File: config.mk
export PLATFORM = sky130hd
export DESIGN_NAME = twsm_top
export DESIGN_NICKNAME = d
export VERILOG_FILES = /design/src/design/twsm_pkg.sv /design/src/design/twsm_bit_if.sv /design/src/design/twsm_bit_engine.sv /design/src/design/twsm_top.sv
export SDC_FILE = /design/constraint.sdc
export NUM_CORES = 1
export LEC_CHECK = 0
export ABC_AREA = 1
export BUFFER_PORTS_ARGS = -buffer_cell sky130_fd_sc_hd__buf_2
export CAP_MARGIN = 20
export CORE_MARGIN = 1.5
export CORE_UTILIZATION = 59
export DETAILED_ROUTE_END_ITERATION = 16
export PLACE_DENSITY_LB_ADDON = 0.08
export SYNTH_ARGS = -nofsm -noshare
export SYNTH_HDL_FRONTEND = slang
export SYNTH_SLANG_ARGS = --single-unit
File: constraint.sdc
create_clock -name mclk -period 2.56 [get_ports mclk]
set_input_delay 0.384 -clock mclk [delete_from_list [all_inputs] [get_ports mclk]]
set_output_delay 0.384 -clock mclk [all_outputs]
set_load 0.05 [all_outputs]
File: src/design/twsm_pkg.sv
package twsm_pkg;
    // ------------------------------------------------------------
    // register offsets (byte addresses on the register port)
    // ------------------------------------------------------------
    localparam logic [11:0] OFS_CTRL = 12'h160;
    localparam logic [11:0] OFS_DATA = 12'h164;
    localparam logic [11:0] OFS_IRQ = 12'h168;
    localparam logic [11:0] OFS_BB = 12'h16C;

    // ------------------------------------------------------------
    // field positions
    // ------------------------------------------------------------
    localparam int CTRL_FLAG_POS = 31;
    localparam int CTRL_TREG_LSB = 16;
    localparam int CTRL_SSEL_LSB = 9;
    localparam int CTRL_BURST_POS = 4;
    localparam int CTRL_SIZE_LSB = 1;
    localparam int CTRL_STOP_POS = 0;
    localparam int IRQ_CLR_POS = 0;
    localparam int BB_DIR_POS = 2;
    localparam int BB_DATA_POS = 1;
    localparam int BB_CLK_POS = 0;

    // ------------------------------------------------------------
    // reset values
    // ------------------------------------------------------------
    localparam logic [14:0] TREG_RST = 15'h0000;
    localparam logic [6:0] SSEL_RST = 7'h00;
    localparam logic [2:0] SIZE_RST = 3'h0;
    localparam logic [31:0] DATA_RST = 32'h0000_0000;
    localparam logic BB_DIR_RST = 1'b0;
    localparam logic BB_DATA_RST = 1'b0;
    localparam logic BB_CLK_RST = 1'b1;

    // ------------------------------------------------------------
    // timing: each bus bit is four equal quarters
    // ------------------------------------------------------------
    localparam int SYS_CLK_HZ = 20_000_000;
    localparam int BUS_CLK_HZ = 100_000;
    localparam int QUARTER_CYC = SYS_CLK_HZ / (4 * BUS_CLK_HZ);

    // ------------------------------------------------------------
    // sequencer stages and bit operations
    // ------------------------------------------------------------
    localparam logic [2:0] STG_SSEL_W = 3'h0;
    localparam logic [2:0] STG_ADDR_HI = 3'h1;
    localparam logic [2:0] STG_ADDR_LO = 3'h2;
    localparam logic [2:0] STG_DATA = 3'h3;
    localparam logic [2:0] STG_SSEL_R = 3'h4;
    localparam logic [1:0] BURST_LAST = 2'h3;

    typedef enum logic [1:0] {
        OP_START = 2'h0,
        OP_STOP = 2'h1,
        OP_BIT = 2'h2
    } twsm_op_t;

    typedef enum logic [7:0] {
        ST_IDLE = 8'h01,
        ST_START = 8'h02,
        ST_TXBIT = 8'h04,
        ST_TXACK = 8'h08,
        ST_RXBIT = 8'h10,
        ST_RXACK = 8'h20,
        ST_STOP = 8'h40,
        ST_FIN = 8'h80
    } twsm_state_t;

    typedef enum logic [4:0] {
        PH_IDLE = 5'h01,
        PH_Q0 = 5'h02,
        PH_Q1 = 5'h04,
        PH_Q2 = 5'h08,
        PH_Q3 = 5'h10
    } twsm_phase_t;
endpackage

File: src/design/twsm_bit_if.sv
`timescale 1ns/10ps
interface twsm_bit_if;
    import twsm_pkg::*;
    logic req;
    twsm_op_t op;
    logic wbit;
    logic done;
    logic rbit;
    logic sda_low;
    logic scl_low;
    logic sda_in;
    logic scl_in;

    modport seq (output req, output op, output wbit, output sda_in, output scl_in,
                 input done, input rbit, input sda_low, input scl_low);
    modport engine (input req, input op, input wbit, input sda_in, input scl_in,
                    output done, output rbit, output sda_low, output scl_low);
endinterface

File: src/design/twsm_bit_engine.sv
`timescale 1ns/10ps
module twsm_bit_engine #(
    parameter int QUARTER = twsm_pkg::QUARTER_CYC
) (
    // clock and reset
    input wire logic mclk,
    input wire logic reset_n,
    // bit operations from the sequencer
    twsm_bit_if.engine bus
);
    import twsm_pkg::*;

    twsm_phase_t ph_r;
    twsm_op_t op_r;
    logic wbit_r;
    logic [15:0] qcnt_r;
    logic rbit_r;
    logic sda_low_r;
    logic scl_low_r;
    logic sda_rel;
    logic scl_rel;
    wire tick = (qcnt_r == 16'(QUARTER - 1));
    // slave may stretch: first high quarter (Q1) does not end while clock pin is held low
    wire advance = tick && !(ph_r == PH_Q1 && !bus.scl_in);
    wire taking = (ph_r == PH_IDLE) && bus.req;

    // ------------------------------------------------------------
    // line levels per operation and quarter (1 = released)
    // ------------------------------------------------------------
    always_comb begin
        sda_rel = wbit_r;
        scl_rel = (ph_r == PH_Q1) || (ph_r == PH_Q2);
        case (op_r)
            OP_START: begin
                sda_rel = (ph_r == PH_Q0) || (ph_r == PH_Q1);
            end
            OP_STOP: begin
                sda_rel = (ph_r == PH_Q2) || (ph_r == PH_Q3);
                scl_rel = (ph_r != PH_Q0);
            end
            default: begin
                sda_rel = wbit_r;
            end
        endcase
    end

    always_ff @(posedge mclk) begin
        if (!reset_n) begin
            ph_r <= PH_IDLE;
            op_r <= OP_STOP;
            wbit_r <= 1'b1;
            qcnt_r <= 16'h0000;
            rbit_r <= 1'b1;
            sda_low_r <= 1'b0;
            scl_low_r <= 1'b0;
        end else begin
            // hold at the quarter end while stretched, else the tick is lost and the bit hangs
            if (ph_r == PH_IDLE || advance) begin
                qcnt_r <= 16'h0000;
            end else if (!tick) begin
                qcnt_r <= qcnt_r + 16'h0001;
            end
            if (taking) begin
                op_r <= bus.op;
                wbit_r <= bus.wbit;
                ph_r <= PH_Q0;
            end else if (advance) begin
                case (ph_r)
                    PH_Q0: ph_r <= PH_Q1;
                    PH_Q1: ph_r <= PH_Q2;
                    PH_Q2: ph_r <= PH_Q3;
                    default: ph_r <= PH_IDLE;
                endcase
            end
            if (ph_r == PH_Q1 && advance) begin
                rbit_r <= bus.sda_in;
            end
            // lines only ever pulled low or let go; idle holds last level
            if (ph_r != PH_IDLE) begin
                sda_low_r <= !sda_rel;
                scl_low_r <= !scl_rel;
            end
        end
    end

    assign bus.done = (ph_r == PH_Q3) && advance;
    assign bus.rbit = rbit_r;
    assign bus.sda_low = sda_low_r;
    assign bus.scl_low = scl_low_r;
endmodule

File: src/design/twsm_top.sv
`timescale 1ns/10ps
// Overview of operation
// - writing flag one starts a write; flag reads zero once finished
// - writing flag zero starts a read; flag reads one once finished
// - every finished sequenced transfer raises the interrupt request
// - register address inside the slave comes from the 15-bit field
// - slave select byte comes from the 7-bit select field
// - burst clear moves one byte; set moves four, the whole 32-bit data register
// - 3-bit size code gives 256 to 32768 bytes; resets to 256
// - stop request ends transfer at next byte boundary, toggles flag, reads zero
// - read bytes land in the data register as each byte is acknowledged
// - writing one to interrupt bit 0 clears the pending request
// - sequencer runs the serial protocol itself at 100 kHz
// - bit-bang: direction bit 2, data bit 1, clock bit 0 resetting to one
// - bit-bang data reads pin when input, written value when output
module twsm_top (
    // clock and reset
    input wire logic mclk,
    input wire logic reset_n,
    // register port
    input wire logic [11:0] reg_addr,
    input wire logic reg_wr,
    input wire logic reg_rd,
    input wire logic [31:0] reg_wdata,
    output logic [31:0] reg_rdata,
    // completion request
    output logic twsm_irq,
    // two-wire bus pins
    input wire logic serial_clock_pin_i,
    output logic serial_clock_pin_o,
    output logic serial_clock_pin_oe,
    input wire logic serial_data_pin_i,
    output logic serial_data_pin_o,
    output logic serial_data_pin_oe
);
    import twsm_pkg::*;

    // ------------------------------------------------------------
    // pin synchronisers
    // ------------------------------------------------------------
    logic sda_s1_r;
    logic sda_s2_r;
    logic scl_s1_r;
    logic scl_s2_r;

    always_ff @(posedge mclk) begin
        if (!reset_n) begin
            sda_s1_r <= 1'b1;
            sda_s2_r <= 1'b1;
            scl_s1_r <= 1'b1;
            scl_s2_r <= 1'b1;
        end else begin
            sda_s1_r <= serial_data_pin_i;
            sda_s2_r <= sda_s1_r;
            scl_s1_r <= serial_clock_pin_i;
            scl_s2_r <= scl_s1_r;
        end
    end

    twsm_bit_if bif();
    assign bif.sda_in = sda_s2_r;
    assign bif.scl_in = scl_s2_r;

    twsm_bit_engine #(.QUARTER(QUARTER_CYC)) u_engine (
        .mclk(mclk),
        .reset_n(reset_n),
        .bus(bif)
    );

    // ------------------------------------------------------------
    // registers
    // ------------------------------------------------------------
    logic flag_r;
    logic [14:0] treg_r;
    logic [6:0] ssel_r;
    logic burst_r;
    logic [2:0] size_r;
    logic [31:0] data_r;
    logic irq_r;
    logic bb_dir_r;
    logic bb_data_r;
    logic bb_clk_r;
    logic stop_req_r;
    logic [31:0] rdata_r;

    twsm_state_t state_r;
    twsm_state_t state_nxt;
    logic [2:0] stage_r;
    logic [2:0] stage_nxt;
    logic [2:0] bit_cnt_r;
    logic [1:0] byte_cnt_r;
    logic [7:0] rx_sh_r;
    logic write_r;
    logic pend_r;

    wire wr_ctrl = reg_wr && (reg_addr == OFS_CTRL);
    wire wr_data = reg_wr && (reg_addr == OFS_DATA);
    wire wr_irq = reg_wr && (reg_addr == OFS_IRQ);
    wire wr_bb = reg_wr && (reg_addr == OFS_BB);
    wire busy = (state_r != ST_IDLE);
    wire start_go = wr_ctrl && !busy;
    wire finish = (state_r == ST_FIN);
    wire last_byte = (byte_cnt_r == (burst_r ? BURST_LAST : 2'h0));
    wire two_addr = (size_r != SIZE_RST);
    // unused upper address bits forced to zero for the selected size
    wire [15:0] addr_mask = 16'h7FFF >> (3'h7 - size_r);
    wire [15:0] taddr = {1'b0, treg_r} & addr_mask;
    wire [7:0] tx_byte =
        (stage_r == STG_SSEL_W) ? {ssel_r, 1'b0} :
        (stage_r == STG_SSEL_R) ? {ssel_r, 1'b1} :
        (stage_r == STG_ADDR_HI) ? taddr[15:8] :
        (stage_r == STG_ADDR_LO) ? taddr[7:0] :
        data_r[{byte_cnt_r, 3'b000} +: 8];
    wire in_op = (state_r != ST_IDLE) && (state_r != ST_FIN);
    wire nack = bif.rbit;

    // ------------------------------------------------------------
    // requests to the bit engine
    // ------------------------------------------------------------
    assign bif.req = in_op && !pend_r;
    assign bif.op = (state_r == ST_START) ? OP_START :
                    (state_r == ST_STOP) ? OP_STOP : OP_BIT;
    assign bif.wbit = (state_r == ST_TXBIT) ? tx_byte[3'h7 - bit_cnt_r] :
                      (state_r == ST_RXACK) ? last_byte : 1'b1;

    // ------------------------------------------------------------
    // sequencer
    // ------------------------------------------------------------
    always_comb begin
        state_nxt = state_r;
        stage_nxt = stage_r;
        case (state_r)
            ST_IDLE: begin
                if (start_go) begin
                    state_nxt = ST_START;
                    stage_nxt = STG_SSEL_W;
                end
            end
            ST_START: begin
                if (bif.done) begin
                    state_nxt = ST_TXBIT;
                end
            end
            ST_TXBIT: begin
                if (bif.done && bit_cnt_r == 3'h7) begin
                    state_nxt = ST_TXACK;
                end
            end
            ST_TXACK: begin
                if (bif.done) begin
                    state_nxt = ST_TXBIT;
                    if (nack || stop_req_r) begin
                        state_nxt = ST_STOP;
                    end else if (stage_r == STG_SSEL_W) begin
                        stage_nxt = two_addr ? STG_ADDR_HI : STG_ADDR_LO;
                    end else if (stage_r == STG_ADDR_HI) begin
                        stage_nxt = STG_ADDR_LO;
                    end else if (stage_r == STG_ADDR_LO) begin
                        stage_nxt = write_r ? STG_DATA : STG_SSEL_R;
                        state_nxt = write_r ? ST_TXBIT : ST_START;
                    end else if (stage_r == STG_DATA) begin
                        state_nxt = last_byte ? ST_STOP : ST_TXBIT;
                    end else begin
                        state_nxt = ST_RXBIT;
                    end
                end
            end
            ST_RXBIT: begin
                if (bif.done && bit_cnt_r == 3'h7) begin
                    state_nxt = ST_RXACK;
                end
            end
            ST_RXACK: begin
                if (bif.done) begin
                    state_nxt = (last_byte || stop_req_r) ? ST_STOP : ST_RXBIT;
                end
            end
            ST_STOP: begin
                if (bif.done) begin
                    state_nxt = ST_FIN;
                end
            end
            default: begin
                state_nxt = ST_IDLE;
            end
        endcase
    end

    always_ff @(posedge mclk) begin
        if (!reset_n) begin
            state_r <= ST_IDLE;
            stage_r <= STG_SSEL_W;
            pend_r <= 1'b0;
            bit_cnt_r <= 3'h0;
            byte_cnt_r <= 2'h0;
            rx_sh_r <= 8'h00;
        end else begin
            state_r <= state_nxt;
            stage_r <= stage_nxt;
            pend_r <= bif.req || (pend_r && !bif.done);
            if (state_r == ST_IDLE) begin
                bit_cnt_r <= 3'h0;
                byte_cnt_r <= 2'h0;
            end else if (bif.done && (state_r == ST_TXBIT || state_r == ST_RXBIT)) begin
                bit_cnt_r <= bit_cnt_r + 3'h1;
            end
            if (bif.done && state_r == ST_RXBIT) begin
                rx_sh_r <= {rx_sh_r[6:0], bif.rbit};
            end
            if (bif.done && !last_byte &&
                ((state_r == ST_TXACK && stage_r == STG_DATA) || state_r == ST_RXACK)) begin
                byte_cnt_r <= byte_cnt_r + 2'h1;
            end
        end
    end

    // ------------------------------------------------------------
    // control, data and completion
    // ------------------------------------------------------------
    always_ff @(posedge mclk) begin
        if (!reset_n) begin
            flag_r <= 1'b0;
            write_r <= 1'b0;
            treg_r <= TREG_RST;
            ssel_r <= SSEL_RST;
            burst_r <= 1'b0;
            size_r <= SIZE_RST;
            stop_req_r <= 1'b0;
        end else begin
            if (start_go) begin
                flag_r <= reg_wdata[CTRL_FLAG_POS];
                write_r <= reg_wdata[CTRL_FLAG_POS];
                treg_r <= reg_wdata[CTRL_TREG_LSB +: 15];
                ssel_r <= reg_wdata[CTRL_SSEL_LSB +: 7];
                burst_r <= reg_wdata[CTRL_BURST_POS];
                size_r <= reg_wdata[CTRL_SIZE_LSB +: 3];
            end else if (finish) begin
                flag_r <= !flag_r;
            end
            // a stop arriving while idle has nothing to end
            if (finish || !busy) begin
                stop_req_r <= 1'b0;
            end else if (wr_ctrl && reg_wdata[CTRL_STOP_POS]) begin
                stop_req_r <= 1'b1;
            end
        end
    end

    always_ff @(posedge mclk) begin
        if (!reset_n) begin
            data_r <= DATA_RST;
            irq_r <= 1'b0;
        end else begin
            if (start_go && !reg_wdata[CTRL_FLAG_POS]) begin
                data_r <= DATA_RST;
            end else if (bif.done && state_r == ST_RXACK) begin
                data_r[{byte_cnt_r, 3'b000} +: 8] <= rx_sh_r;
            end else if (wr_data && !busy) begin
                data_r <= reg_wdata;
            end
            // a completion in the clearing cycle is kept
            if (finish) begin
                irq_r <= 1'b1;
            end else if (wr_irq && reg_wdata[IRQ_CLR_POS]) begin
                irq_r <= 1'b0;
            end
        end
    end

    // ------------------------------------------------------------
    // bit-bang register and pins
    // ------------------------------------------------------------
    always_ff @(posedge mclk) begin
        if (!reset_n) begin
            bb_dir_r <= BB_DIR_RST;
            bb_data_r <= BB_DATA_RST;
            bb_clk_r <= BB_CLK_RST;
        end else if (wr_bb) begin
            bb_dir_r <= reg_wdata[BB_DIR_POS];
            bb_data_r <= reg_wdata[BB_DATA_POS];
            bb_clk_r <= reg_wdata[BB_CLK_POS];
        end
    end

    // reset values of the bit-bang bits leave both lines released
    assign serial_data_pin_oe = bif.sda_low || bb_dir_r;
    assign serial_data_pin_o = bif.sda_low ? 1'b0 : bb_data_r;
    assign serial_clock_pin_oe = bif.scl_low || !bb_clk_r;
    assign serial_clock_pin_o = 1'b0;

    // ------------------------------------------------------------
    // read back
    // ------------------------------------------------------------
    wire bb_data_rd = bb_dir_r ? bb_data_r : sda_s2_r;
    wire [31:0] ctrl_rd = {flag_r, treg_r, ssel_r, 4'h0, burst_r, size_r, 1'b0};
    wire [31:0] rd_mux =
        (reg_addr == OFS_CTRL) ? ctrl_rd :
        (reg_addr == OFS_DATA) ? data_r :
        (reg_addr == OFS_IRQ) ? {31'h0000_0000, irq_r} :
        (reg_addr == OFS_BB) ? {29'h0000_0000, bb_dir_r, bb_data_rd, bb_clk_r} :
        32'h0000_0000;

    always_ff @(posedge mclk) begin
        if (!reset_n) begin
            rdata_r <= 32'h0000_0000;
        end else if (reg_rd) begin
            rdata_r <= rd_mux;
        end
    end

    assign reg_rdata = rdata_r;
    assign twsm_irq = irq_r;
endmodule

=== Word level (Yosys, flattened, before mapping) ===
Index checks and enable logic that the tools add are counted.

* Output and inout bits: 37
* Bits in registers: 153

* Add/subtract/negate cells: 6
* Reduce and logical (&&, ||, !) cells: 63
* Muxes and demuxes: 56
* Bitwise operators: 2
* Eq/ne operators: 38
* $lt $le $gt $ge: 1
* Shifts and indexed selects: 4

{| class="wikitable"
|+ Operators with widths
! cell !! count
|-
| $mux 32 || 4
|-
| $mux 8 || 11
|-
| $pmux 8 s7 || 1
|-
| $mux 7 || 7
|-
| $eq 12x9->1 const B || 4
|-
| $bwmux 32 || 1
|-
| $shift 8x7->32 const A || 1
|-
| $shiftx 32x6->8 || 1
|-
| $shiftx 8x7->32 || 1
|-
| $mux 3 || 10
|-
| $logic_and 1x1->1 || 24
|-
| $add 16x1->16 const B || 1
|-
| $and 15x16->16 || 1
|-
| $eq 16x6->1 const B || 1
|-
| $mux 2 || 8
|-
| $shr 15x3->16 const A || 1
|-
| $pmux 5 s3 || 1
|-
| $ne 2x2->1 const B || 7
|-
| $logic_or 1x1->1 || 12
|-
| $reduce_bool 2->1 || 6
|-
| $logic_not 1->1 || 11
|-
| $mux 1 || 10
|-
| $reduce_or 2->1 || 5
|-
| $eq 8x1->1 const B || 1
|-
| 37 further kinds || 40
|}

=== Depth between registers and ports, before layout ===
Gate-level depths: netlist (run 1).

* Word-level depth: 10
* Mapped depth: 14

=== Cells and area by module ===
A second synthesis (run 1) with hierarchy kept.

* Cell total of the unflattened synthesis: 1184
* Area total of the unflattened synthesis: 8117.8 um^2

{| class="wikitable"
|+ By module, submodules not included
! module !! area each (um^2) !! cells each !! seq. area each (um^2) !! instances
|-
| twsm_top || 6543.8 || 962 || 2522.4 || 1
|-
| twsm_bit_engine || 1574.0 || 222 || 540.5 || 1
|}

=== Worst setup path before layout (run 1) ===
No wires, ideal clock.

* Kind: reg2reg
* From: reg byte_cnt_r[0]
* To: reg data_r[27]
* Setup slack: 0.724 ns
* Arrival time: 1.772 ns
* Period minus slack after synthesis: 1.836 ns
* Cell stages (with the launch flop): 10
* Setup time: 0.064 ns
* Path buffers: 2
* Cell sequence: dfxtp_1 > inv_2 > clkbuf_1 > ha_1 > inv_1 > clkbuf_1 > nand3_1 > o21ai_0 > nor2_1 > nor2_1

* Word-level cells in the longest chain between the ends: 4

{| class="wikitable"
|+ Ends and longest elaborated chain
! what !! line !! RTL
|-
| from (decl) || twsm_top.sv:91 || <nowiki>logic [1:0] byte_cnt_r;</nowiki>
|-
| from (signal assigned) || twsm_top.sv:212 || <nowiki>byte_cnt_r <= byte_cnt_r + 2'h1;</nowiki>
|-
| $neg 5->7 (*) || twsm_top.sv:257 || <nowiki>data_r[{byte_cnt_r, 3'b000} +: 8] <= rx_sh_r;</nowiki>
|-
| $shiftx 8x7->32 or $shift 8x7->32 (tied branches) || twsm_top.sv:257 ||
|-
| $bwmux 32 (*) || twsm_top.sv:257 ||
|-
| $mux 32 (*) || twsm_top.sv:256 || <nowiki>end else if (bif.done && state_r == ST_RXACK) begin</nowiki>
|-
| to (signal, indexed assignment) || twsm_top.sv:257 ||
|-
| to (signal assigned) || twsm_top.sv:259 || <nowiki>data_r <= reg_wdata;</nowiki>
|-
| to (decl) || twsm_top.sv:78 || <nowiki>logic [31:0] data_r;</nowiki>
|}

Mark *: on every way between the ends. The rest lies on a longest branch, timed or not.
A chain may end at the register's enable or synchronous reset.

=== Worst setup path after layout (run 1) ===
* From: reg u_engine.qcnt_r[1]
* To: reg data_r[24]

* Word-level cells in the longest chain between the ends: 5

{| class="wikitable"
|+ Ends and longest elaborated chain
! what !! line !! RTL
|-
| from (decl) || twsm_bit_engine.sv:16 || <nowiki>logic [15:0] qcnt_r;</nowiki>
|-
| from (signal assigned) || twsm_bit_engine.sv:61 || <nowiki>qcnt_r <= qcnt_r + 16'h0001;</nowiki>
|-
| $eq 16x6->1 (*) || twsm_bit_engine.sv:22 || <nowiki>wire tick = (qcnt_r == 16'(QUARTER - 1));</nowiki>
|-
| $logic_and 1x1->1 (*) || twsm_bit_engine.sv:24 || <nowiki>wire advance = tick && !(ph_r == PH_Q1 && !bus.scl_in);</nowiki>
|-
| $logic_and 1x1->1 (*) || twsm_bit_engine.sv:86 || <nowiki>assign bus.done = (ph_r == PH_Q3) && advance;</nowiki>
|-
| $logic_and 1x1->1 (*) || twsm_top.sv:256 ||
|-
| $mux 32 or $reduce_bool 2->1 (tied branches) || -- ||
|}

Marked as above.

==> run summary, run 1 <==
========================================================================================
Category of cells accounting for the largest share of critical-path delay   simple AND/OR/NAND/NOR gates
Core footprint                                                               13300 sq um
Worst Setup End Kind                                                            register
Count of hold-fix buffers inserted at cts                                              0
Number of resized instances in the post-cts repair step                                0
Remaining global-route overflow                                                        0
Total Routed Length                                                             25400 um
IO Port Bufs                                                                          85
Initial cell density of the core                                                   61.0%
Number of cells produced by synthesis                                               1202
Routed wire per std cell                                                         17.4 um
Worst hold path endpoint                                                        sda_s1_r
Skew final                                                                     0.0101 ns
Delay of the slowest cell on the worst path                                      0.31 ns
Post-synthesis instance area                                                  8140 sq um
Met3 wire len                                                                    2820 um
Final-report hold violation count                                                      0
Seq cells post-synth                                                                 153
Area of the die                                                              14500 sq um
Setup Crit Path Kind                                                          reg -> reg
Startpoint type of the worst setup path                                         register
H-tree depth reported by CTS                                                           4
Final worst path period need                                                     2.32 ns
Area of all sequential standard cells                                         3060 sq um
1st-pass router iterations                                                             7
Syn_nets                                                                            1260
Number of global-route vias before repair                                           7698
Yosys cell types                                                                      52
DRC errors left                                                                        0
Syn-to-layout area delta                                                           14.5%
Overall die width                                                                 120 um
Clock tree sinks                                                                     153
Async set-or-reset flop fraction in the synthesized netlist                           0%
Final instance area                                                           9320 sq um
Count of boundary I/O pins                                                            87
Leakage power                                                                 0.00374 uW
Global-route wire length before repair                                          40300 um
Least-Margin Pin Slew                                                           0.659 ns
Routed met2 length                                                              10900 um
Pin count of the biggest net entering global routing                                  51
Half-perimeter wire length of the detailed placement result                     19000 um
Count of buffer and inverter cells on the critical path                                2
Placement row count                                                                   42
Highest signal layer in the routed design                                           met4
Final total negative setup slack                                                    0 ns
Post-CTS setup repair buffer count                                                     0
Multi-input logic area                                                        4300 sq um
Clock root cell                                                                clkbuf_16
Worst setup slack for register-to-register paths                                 0.24 ns
Reg2Reg Capture Point                                                         data_r[24]
Total CTS buffers                                                                     17
TritonCTS clock tree                                                                done
Final antenna diode count                                                              0
First-iteration detailed-routing DRC count                                          1185
Number of flops mapped to enable cells by yosys                                        0
Total vias in the final route                                                       8587
Power density over cell area                                                 646 nW/um^2
Count of nets after finishing                                                       1335
Number of antenna violations at the first check in global routing                      0
Maximum Capacitance Violations                                                         0
RSZ-0062 raised after global routing                                               false
Relative slew slack                                                                55.9%
Finish-stage setup viols                                                               0
Vertical extent of the die                                                        120 um
Reg2Reg Launch Point                                                        u_engine.qcnt_r[1]
Bufs on Longest Clock Path                                                             2
Routed met1 length                                                              11100 um
Crit-path cells                                                             inv_1 -> ha_1 -> nand4_1 -> nor2_1 -> nand2_2 -> nor2_4 -> nand2_4 -> nor2_4 -> nand2_2 -> nand2_2 -> inv_2 -> nor2_1 -> nor2_1
Startpoint of the lowest-slack hold path                                    serial_data_pin_i
R2R cell count                                                                        13
Maximum fanout along the worst path                                                   16
Max Clock Freq                                                                   431 MHz
Critical-path cell with the highest stage delay                                  dfxtp_1
Primary FF master, synth                                                         dfxtp_1
Clock transition at path regs                                                    0.07 ns
Maximum vdd ir drop                                                             0.488 mV
Gr usage total                                                                     35.6%
Hold-critical path depth                                                               2
Type of the tightest min-delay check                                           in -> reg
Global placement routability congestion                                            0.982
Data required time of the worst path                                             2.89 ns
Average instance area after synthesis                                         6.77 sq um
Fin crit share                                                                     90.5%
Number of synthesis warnings                                                           0
Share of the yosys chip area belonging to registers                                37.6%
Arrival time worst endpoint                                                      2.65 ns
Detail Route Antenna Nets                                                              0
Status                                                                         completed
Area post-placement                                                           8740 sq um
Number of fill cells                                                                1183
Clock latency of the later-clocked register in the worst-skew pair               0.44 ns
Fraction of final layout cells with drive strength greater than 1                  16.4%
Number of pins exceeding their max-slew limit in the final report                      0
Ratio of routed vias to standard cells                                              5.86
========================================================================================
## sequential cells by signal (all words and copies together), names as in the netlist, 5 cells and up
register         cells
treg_r              15
u_engine.qcnt_r     16
data_r              32
reg_rdata           32
state_r              8
ssel_r               7
rx_sh_r              8
u_engine.ph_r        5
## cell families (layout without fill, tap and decap cells)
kind of cell               count (synthesis)  in the layout  synth area share, %
buffers and inverters                    194            282                 9.62
and+or+nand+nor                          550            550                 31.4
other                                      1              1               0.0461
AOI/OAI and AO/OA                        292            292                 19.6
DFF                                      153            153                 37.6
adders and majority gates                  8              8                 1.23
xor gates and xnor gates                   3              3                0.323
muxes                                      1              1                0.123
## where the power goes
group	internal, uW	switching [uW]
clock network	1380	1140
logic	305	683
registers	2450	60.8
## worst reg2reg max path, cell delays in order (launching register included)
cell	delay, ns
dfxtp_1	0.31
inv_1	0.09
ha_1	0.21
nand4_1	0.13
nor2_1	0.19
nand2_2	0.10
nor2_4	0.11
nand2_4	0.15
nor2_4	0.28
nand2_2	0.18
nand2_2	0.19
inv_2	0.11
nor2_1	0.13
nor2_1	0.05
## cell usage after synthesis (10+ instances only)
cell type	instances	area share [%]
o21ai_1	30	1.8
buf_2	11	0.68
nor3_1	25	1.5
nand2_1	173	8.0
nand3_1	98	6.0
inv_1	122	5.6
nand2_2	10	0.77
nor2_1	177	8.2
o21ai_0	121	7.4
inv_2	15	0.69
clkbuf_1	31	1.4
dfxtp_1	153	38
a21oi_1	98	6.0
nand4_1	18	1.4
o221ai_1	10	1.1
## worst max-delay path by stage
stage	from	to	slack, ns	depth (start not counted)
after floorplan	byte_cnt_r[0]	data_r[27]	0.72	9
after global placement	reg_addr[8]	data_r[26]	0.25	10
after detailed placement	u_engine.qcnt_r[1]	data_r[29]	0.29	13
after CTS	u_engine.qcnt_r[1]	data_r[26]	0.28	13
after global routing	u_engine.qcnt_r[1]	data_r[26]	0.05	13
final	u_engine.qcnt_r[1]	data_r[24]	0.24	13
## layer usage
metal | vias up | track usage, %
met5 | - | 0
met4 | 0 | 11.1
met1 | 3906 | 49.5
met3 | 61 | 9.53
li1 | 4144 | -
met2 | 476 | 54.0
## area by class of cell
type	instances	share of cell area, %
inverter	142	5.79
clock inverter	15	1.65
multi-input combinational	855	46.1
clock buffer	17	4.57
tap	176	2.36
timing repair buffer	108	6.63
sequential	153	32.9
## metrics by stage
stage                     setup WS, ns  std cells  util [%]  hold slack, ns  power (uW)
after floorplan                  0.724       1202         -           0.393        3260
after CTS                        0.276       1466      69.8           0.130        5990
after global placement           0.251       1433      65.3           0.400        3510
final                            0.242       1466      69.8           0.131        6020
after detailed placement         0.286       1434      65.5           0.401        3530
after global routing            0.0510       1466      69.8           0.131        6230
## layout by cell type, fill, tap and decap left out, drive strengths merged, types with 2 or more instances in the layout
master,n
a211oi,6
xor2,3
nor3b,3
ha,8
a31oi,5
o21a,2
clkbuf,17
buf,108
o211ai,9
a21oi,100
nand3,101
o21ai,155
clkinv,7
nor2,190
o21bai,2
inv,149
nor4,8
nand3b,2
or2,7
nand4,21
nand2,189
dfxtp,153
nor3,28
o221ai,10
(Power assumes the default switching activity.)
==> inputs of run 2 (changes only) <==
--- a/config.mk
+++ b/config.mk
@@ -14,4 +14,5 @@
 export PLACE_DENSITY_LB_ADDON = 0.08
 export SYNTH_ARGS = -nofsm -noshare
 export SYNTH_HDL_FRONTEND = slang
+export SYNTH_HIERARCHICAL = 1
 export SYNTH_SLANG_ARGS = --single-unit
==> run summary, run 2 <==
========================================================================================
IO Port Bufs                                                                          85
Category of cells accounting for the largest share of critical-path delay   simple AND/OR/NAND/NOR gates
Final-report hold violation count                                                      0
Placement row count                                                                   42
Number of synthesis warnings                                                           6
Core footprint                                                               13300 sq um
Number of antenna violations at the first check in global routing                      0
Overall die width                                                                 120 um
Skew final                                                                    0.00704 ns
Power density over cell area                                                 694 nW/um^2
Delay of the slowest cell on the worst path                                      0.41 ns
Total CTS buffers                                                                     17
Finish-stage setup viols                                                               0
Critical-path cell with the highest stage delay                                  dfxtp_1
Relative slew slack                                                                49.6%
Routed wire per std cell                                                         16.5 um
Startpoint type of the worst setup path                                         register
Least-Margin Pin Slew                                                           0.755 ns
Synth top cells by count                                                    nand2_1, inv_1, dfxtp_1
Clock root cell                                                                clkbuf_16
Share of the yosys chip area belonging to registers                                37.7%
Syn_nets                                                                            1242
Leading cell type by number of instances after synthesis                         nand2_1
Max Clock Freq                                                                   416 MHz
Pin count of the biggest net entering global routing                                  77
RSZ-0062 raised after global routing                                               false
Initial cell density of the core                                                   60.8%
Yosys cell types                                                                      43
Ratio of routed vias to standard cells                                              5.71
Total vias in the final route                                                       8310
Reg2Reg Launch Point                                                        u_engine/qcnt_r[0]
Crit-path cells                                                             ha_1 -> nand2_1 -> nor2_2 -> nand3_4 -> nor2_1 -> inv_1 -> nor2_4 -> nand2_2 -> o31ai_4 -> buf_4 -> o21ai_1 -> a21oi_1
Worst setup slack for register-to-register paths                                 0.16 ns
Power spent charging and discharging nets                                        2200 uW
Seq cells post-synth                                                                 153
Setup Crit Path Kind                                                          reg -> reg
Remaining global-route overflow                                                        0
DRC errors left                                                                        0
Final total negative setup slack                                                    0 ns
Startpoint of the lowest-slack hold path                                    serial_clock_pin_i
First-iteration detailed-routing DRC count                                           931
Final antenna diode count                                                              0
Launching instance or port of the critical path                             u_engine/qcnt_r[0]
Internal cell power                                                              4260 uW
Clock tree sinks                                                                     153
Gr usage total                                                                     34.0%
TritonCTS clock tree                                                                done
Clock latency of the later-clocked register in the worst-skew pair               0.43 ns
Count of buffer and inverter cells on the critical path                                2
Number of pins exceeding their max-slew limit in the final report                      0
Status                                                                         completed
Type of the tightest min-delay check                                           in -> reg
Maximum vdd ir drop                                                             0.561 mV
Leakage power                                                                 0.00408 uW
Flop pwr share                                                                     40.4%
Average instance area after synthesis                                         6.86 sq um
Switching power share of the total                                                 34.1%
Number of flops mapped to enable cells by yosys                                        0
Cell type with the highest aggregate area in the netlist                         dfxtp_1
Arrival time worst endpoint                                                      2.77 ns
Final cell count without fillers                                                    1455
Count of boundary I/O pins                                                            87
Final worst path period need                                                     2.40 ns
Fin crit share                                                                     93.9%
Count of nets after finishing                                                       1324
Total Routed Length                                                             24100 um
Fraction of final layout cells with drive strength greater than 1                  16.0%
Number of cells produced by synthesis                                               1184
Half-perimeter wire length of the detailed placement result                     18000 um
Area of the die                                                              14500 sq um
Most common library cell in the layout ignoring fill and taps                    nand2_1
H-tree depth reported by CTS                                                           4
Global-route wire length before repair                                          38600 um
Number of fill cells                                                                1207
Primary FF master, synth                                                         dfxtp_1
Vertical extent of the die                                                        120 um
Global placement routability congestion                                             1.02
Final total power                                                                6460 uW
Post-synthesis instance area                                                  8120 sq um
Bufs on Longest Clock Path                                                             2
Async set-or-reset flop fraction in the synthesized netlist                           0%
Power share of the combinational group                                             22.5%
Detail Route Antenna Nets                                                              0
Most used cells in the layout excluding fill and tap cells                  nand2_1, inv_1, dfxtp_1, nor2_1, a21oi_1
1st-pass router iterations                                                             5
Worst Setup End Kind                                                            register
Maximum Capacitance Violations                                                         0
Syn-to-layout area delta                                                           14.7%
Clock network fraction of total power                                              37.1%
Data required time of the worst path                                             2.92 ns
Biggest area contributors in the synthesized netlist                        dfxtp_1, nand2_1, inv_1
Top-area cell type share of the netlist area                                       37.7%
Clock transition at path regs                                                    0.07 ns
Maximum fanout along the worst path                                                   16
Placed Cells                                                                        1423
Number of global-route vias before repair                                           7598
========================================================================================
-- run 2: cell types whose count changed after synthesis, moves of 9 or more --
cell      delta
o21ai_1      -9
o211ai_1    +27
nor2_1      -49
o21ai_0     -59
inv_1       +44
inv_2        -9
nand2_1     +48
nor2_4       +9
o22ai_1     +13
nor3_1      -15
-- run 2: kinds of logic (layout without fill, tap and decap cells) --
family / Yosys count / count (layout) / share of synthesized area, %
AO/OA/AOI/OAI: 264 / 264 / 18.7
AND/OR/NAND/NOR: 526 / 526 / 30.2
XOR/XNOR: 10 / 10 / 1.08
flip-flops: 153 / 153 / 37.7
other: 1 / 1 / 0.0462
buffers and inverters: 222 / 317 / 11.0
adder cells (fa/ha/maj): 8 / 8 / 1.23
-- run 2: power by group through the flow --
stage	sequential, uW	clock, uW	combinational, uW
detailed placement	2650	0	1420
floorplan	2690	0	1050
global placement	2650	0	1410
CTS	2600	2410	1430
global route	2620	2530	1620
finish	2610	2400	1450
-- run 2: final timing paths --
path,cells past startpoint,endpoint
worst min-delay path,2,scl_s1_r
worst max-delay path,12,data_r[31]
worst min register to register,1,bif.sda_in
worst max register to register,12,data_r[31]
-- run 2: worst register-to-register path, stage by stage (launching register included) --
cell	delay [ns]
dfxtp_1	0.41
ha_1	0.20
nand2_1	0.07
nor2_2	0.21
nand3_4	0.13
nor2_1	0.16
inv_1	0.16
nor2_4	0.23
nand2_2	0.20
o31ai_4	0.09
buf_4	0.24
o21ai_1	0.09
a21oi_1	0.15
-- run 2: final cells by class --
class / instances / area (sq um) / share of cell area, %
clock buffers: 19 / 453 / 4.87
clock inverters: 13 / 110 / 1.18
inverters: 176 / 661 / 7.10
multi-input cells: 809 / 4190 / 45.0
flip-flops and latches: 153 / 3060 / 32.9
well taps: 176 / 220 / 2.37
repair buffers: 109 / 617 / 6.63
-- run 2: metrics by stage --
| stage | worst slack (ns) | hold slack (ns) | instance area [sq um] | utilization, % |
|---|---|---|---|---|
| after floorplan | 0.449 | 0.393 | 8120 | - |
| after global placement | 0.180 | 0.396 | 8710 | 65.3 |
| after detailed placement | 0.114 | 0.398 | 8730 | 65.4 |
| after CTS | 0.0439 | 0.140 | 9290 | 69.6 |
| after global routing | 0.00161 | 0.146 | 9310 | 69.7 |
| final | 0.155 | 0.151 | 9310 | 69.7 |
-- run 2: routing by layer --
| metal | vias to the layer above | routed length, um | GRT usage, % |
|---|---|---|---|
| li1 | 4063 | - | - |
| met1 | 3783 | 10400 | 46.9 |
| met2 | 407 | 10700 | 53.3 |
| met3 | 57 | 2250 | 5.52 |
| met4 | 0 | 771 | 14.0 |
| met5 | - | 0 | 0 |
-- run 2: timing repair --
| action | 4_1_cts | 5_1_grt |
|---|---|---|
| setup buffers | 0 | 0 |
| setup endpoints to repair | 0 | 11 |
| resized for setup | 0 | 5 |
| hold buffers | 0 | 0 |
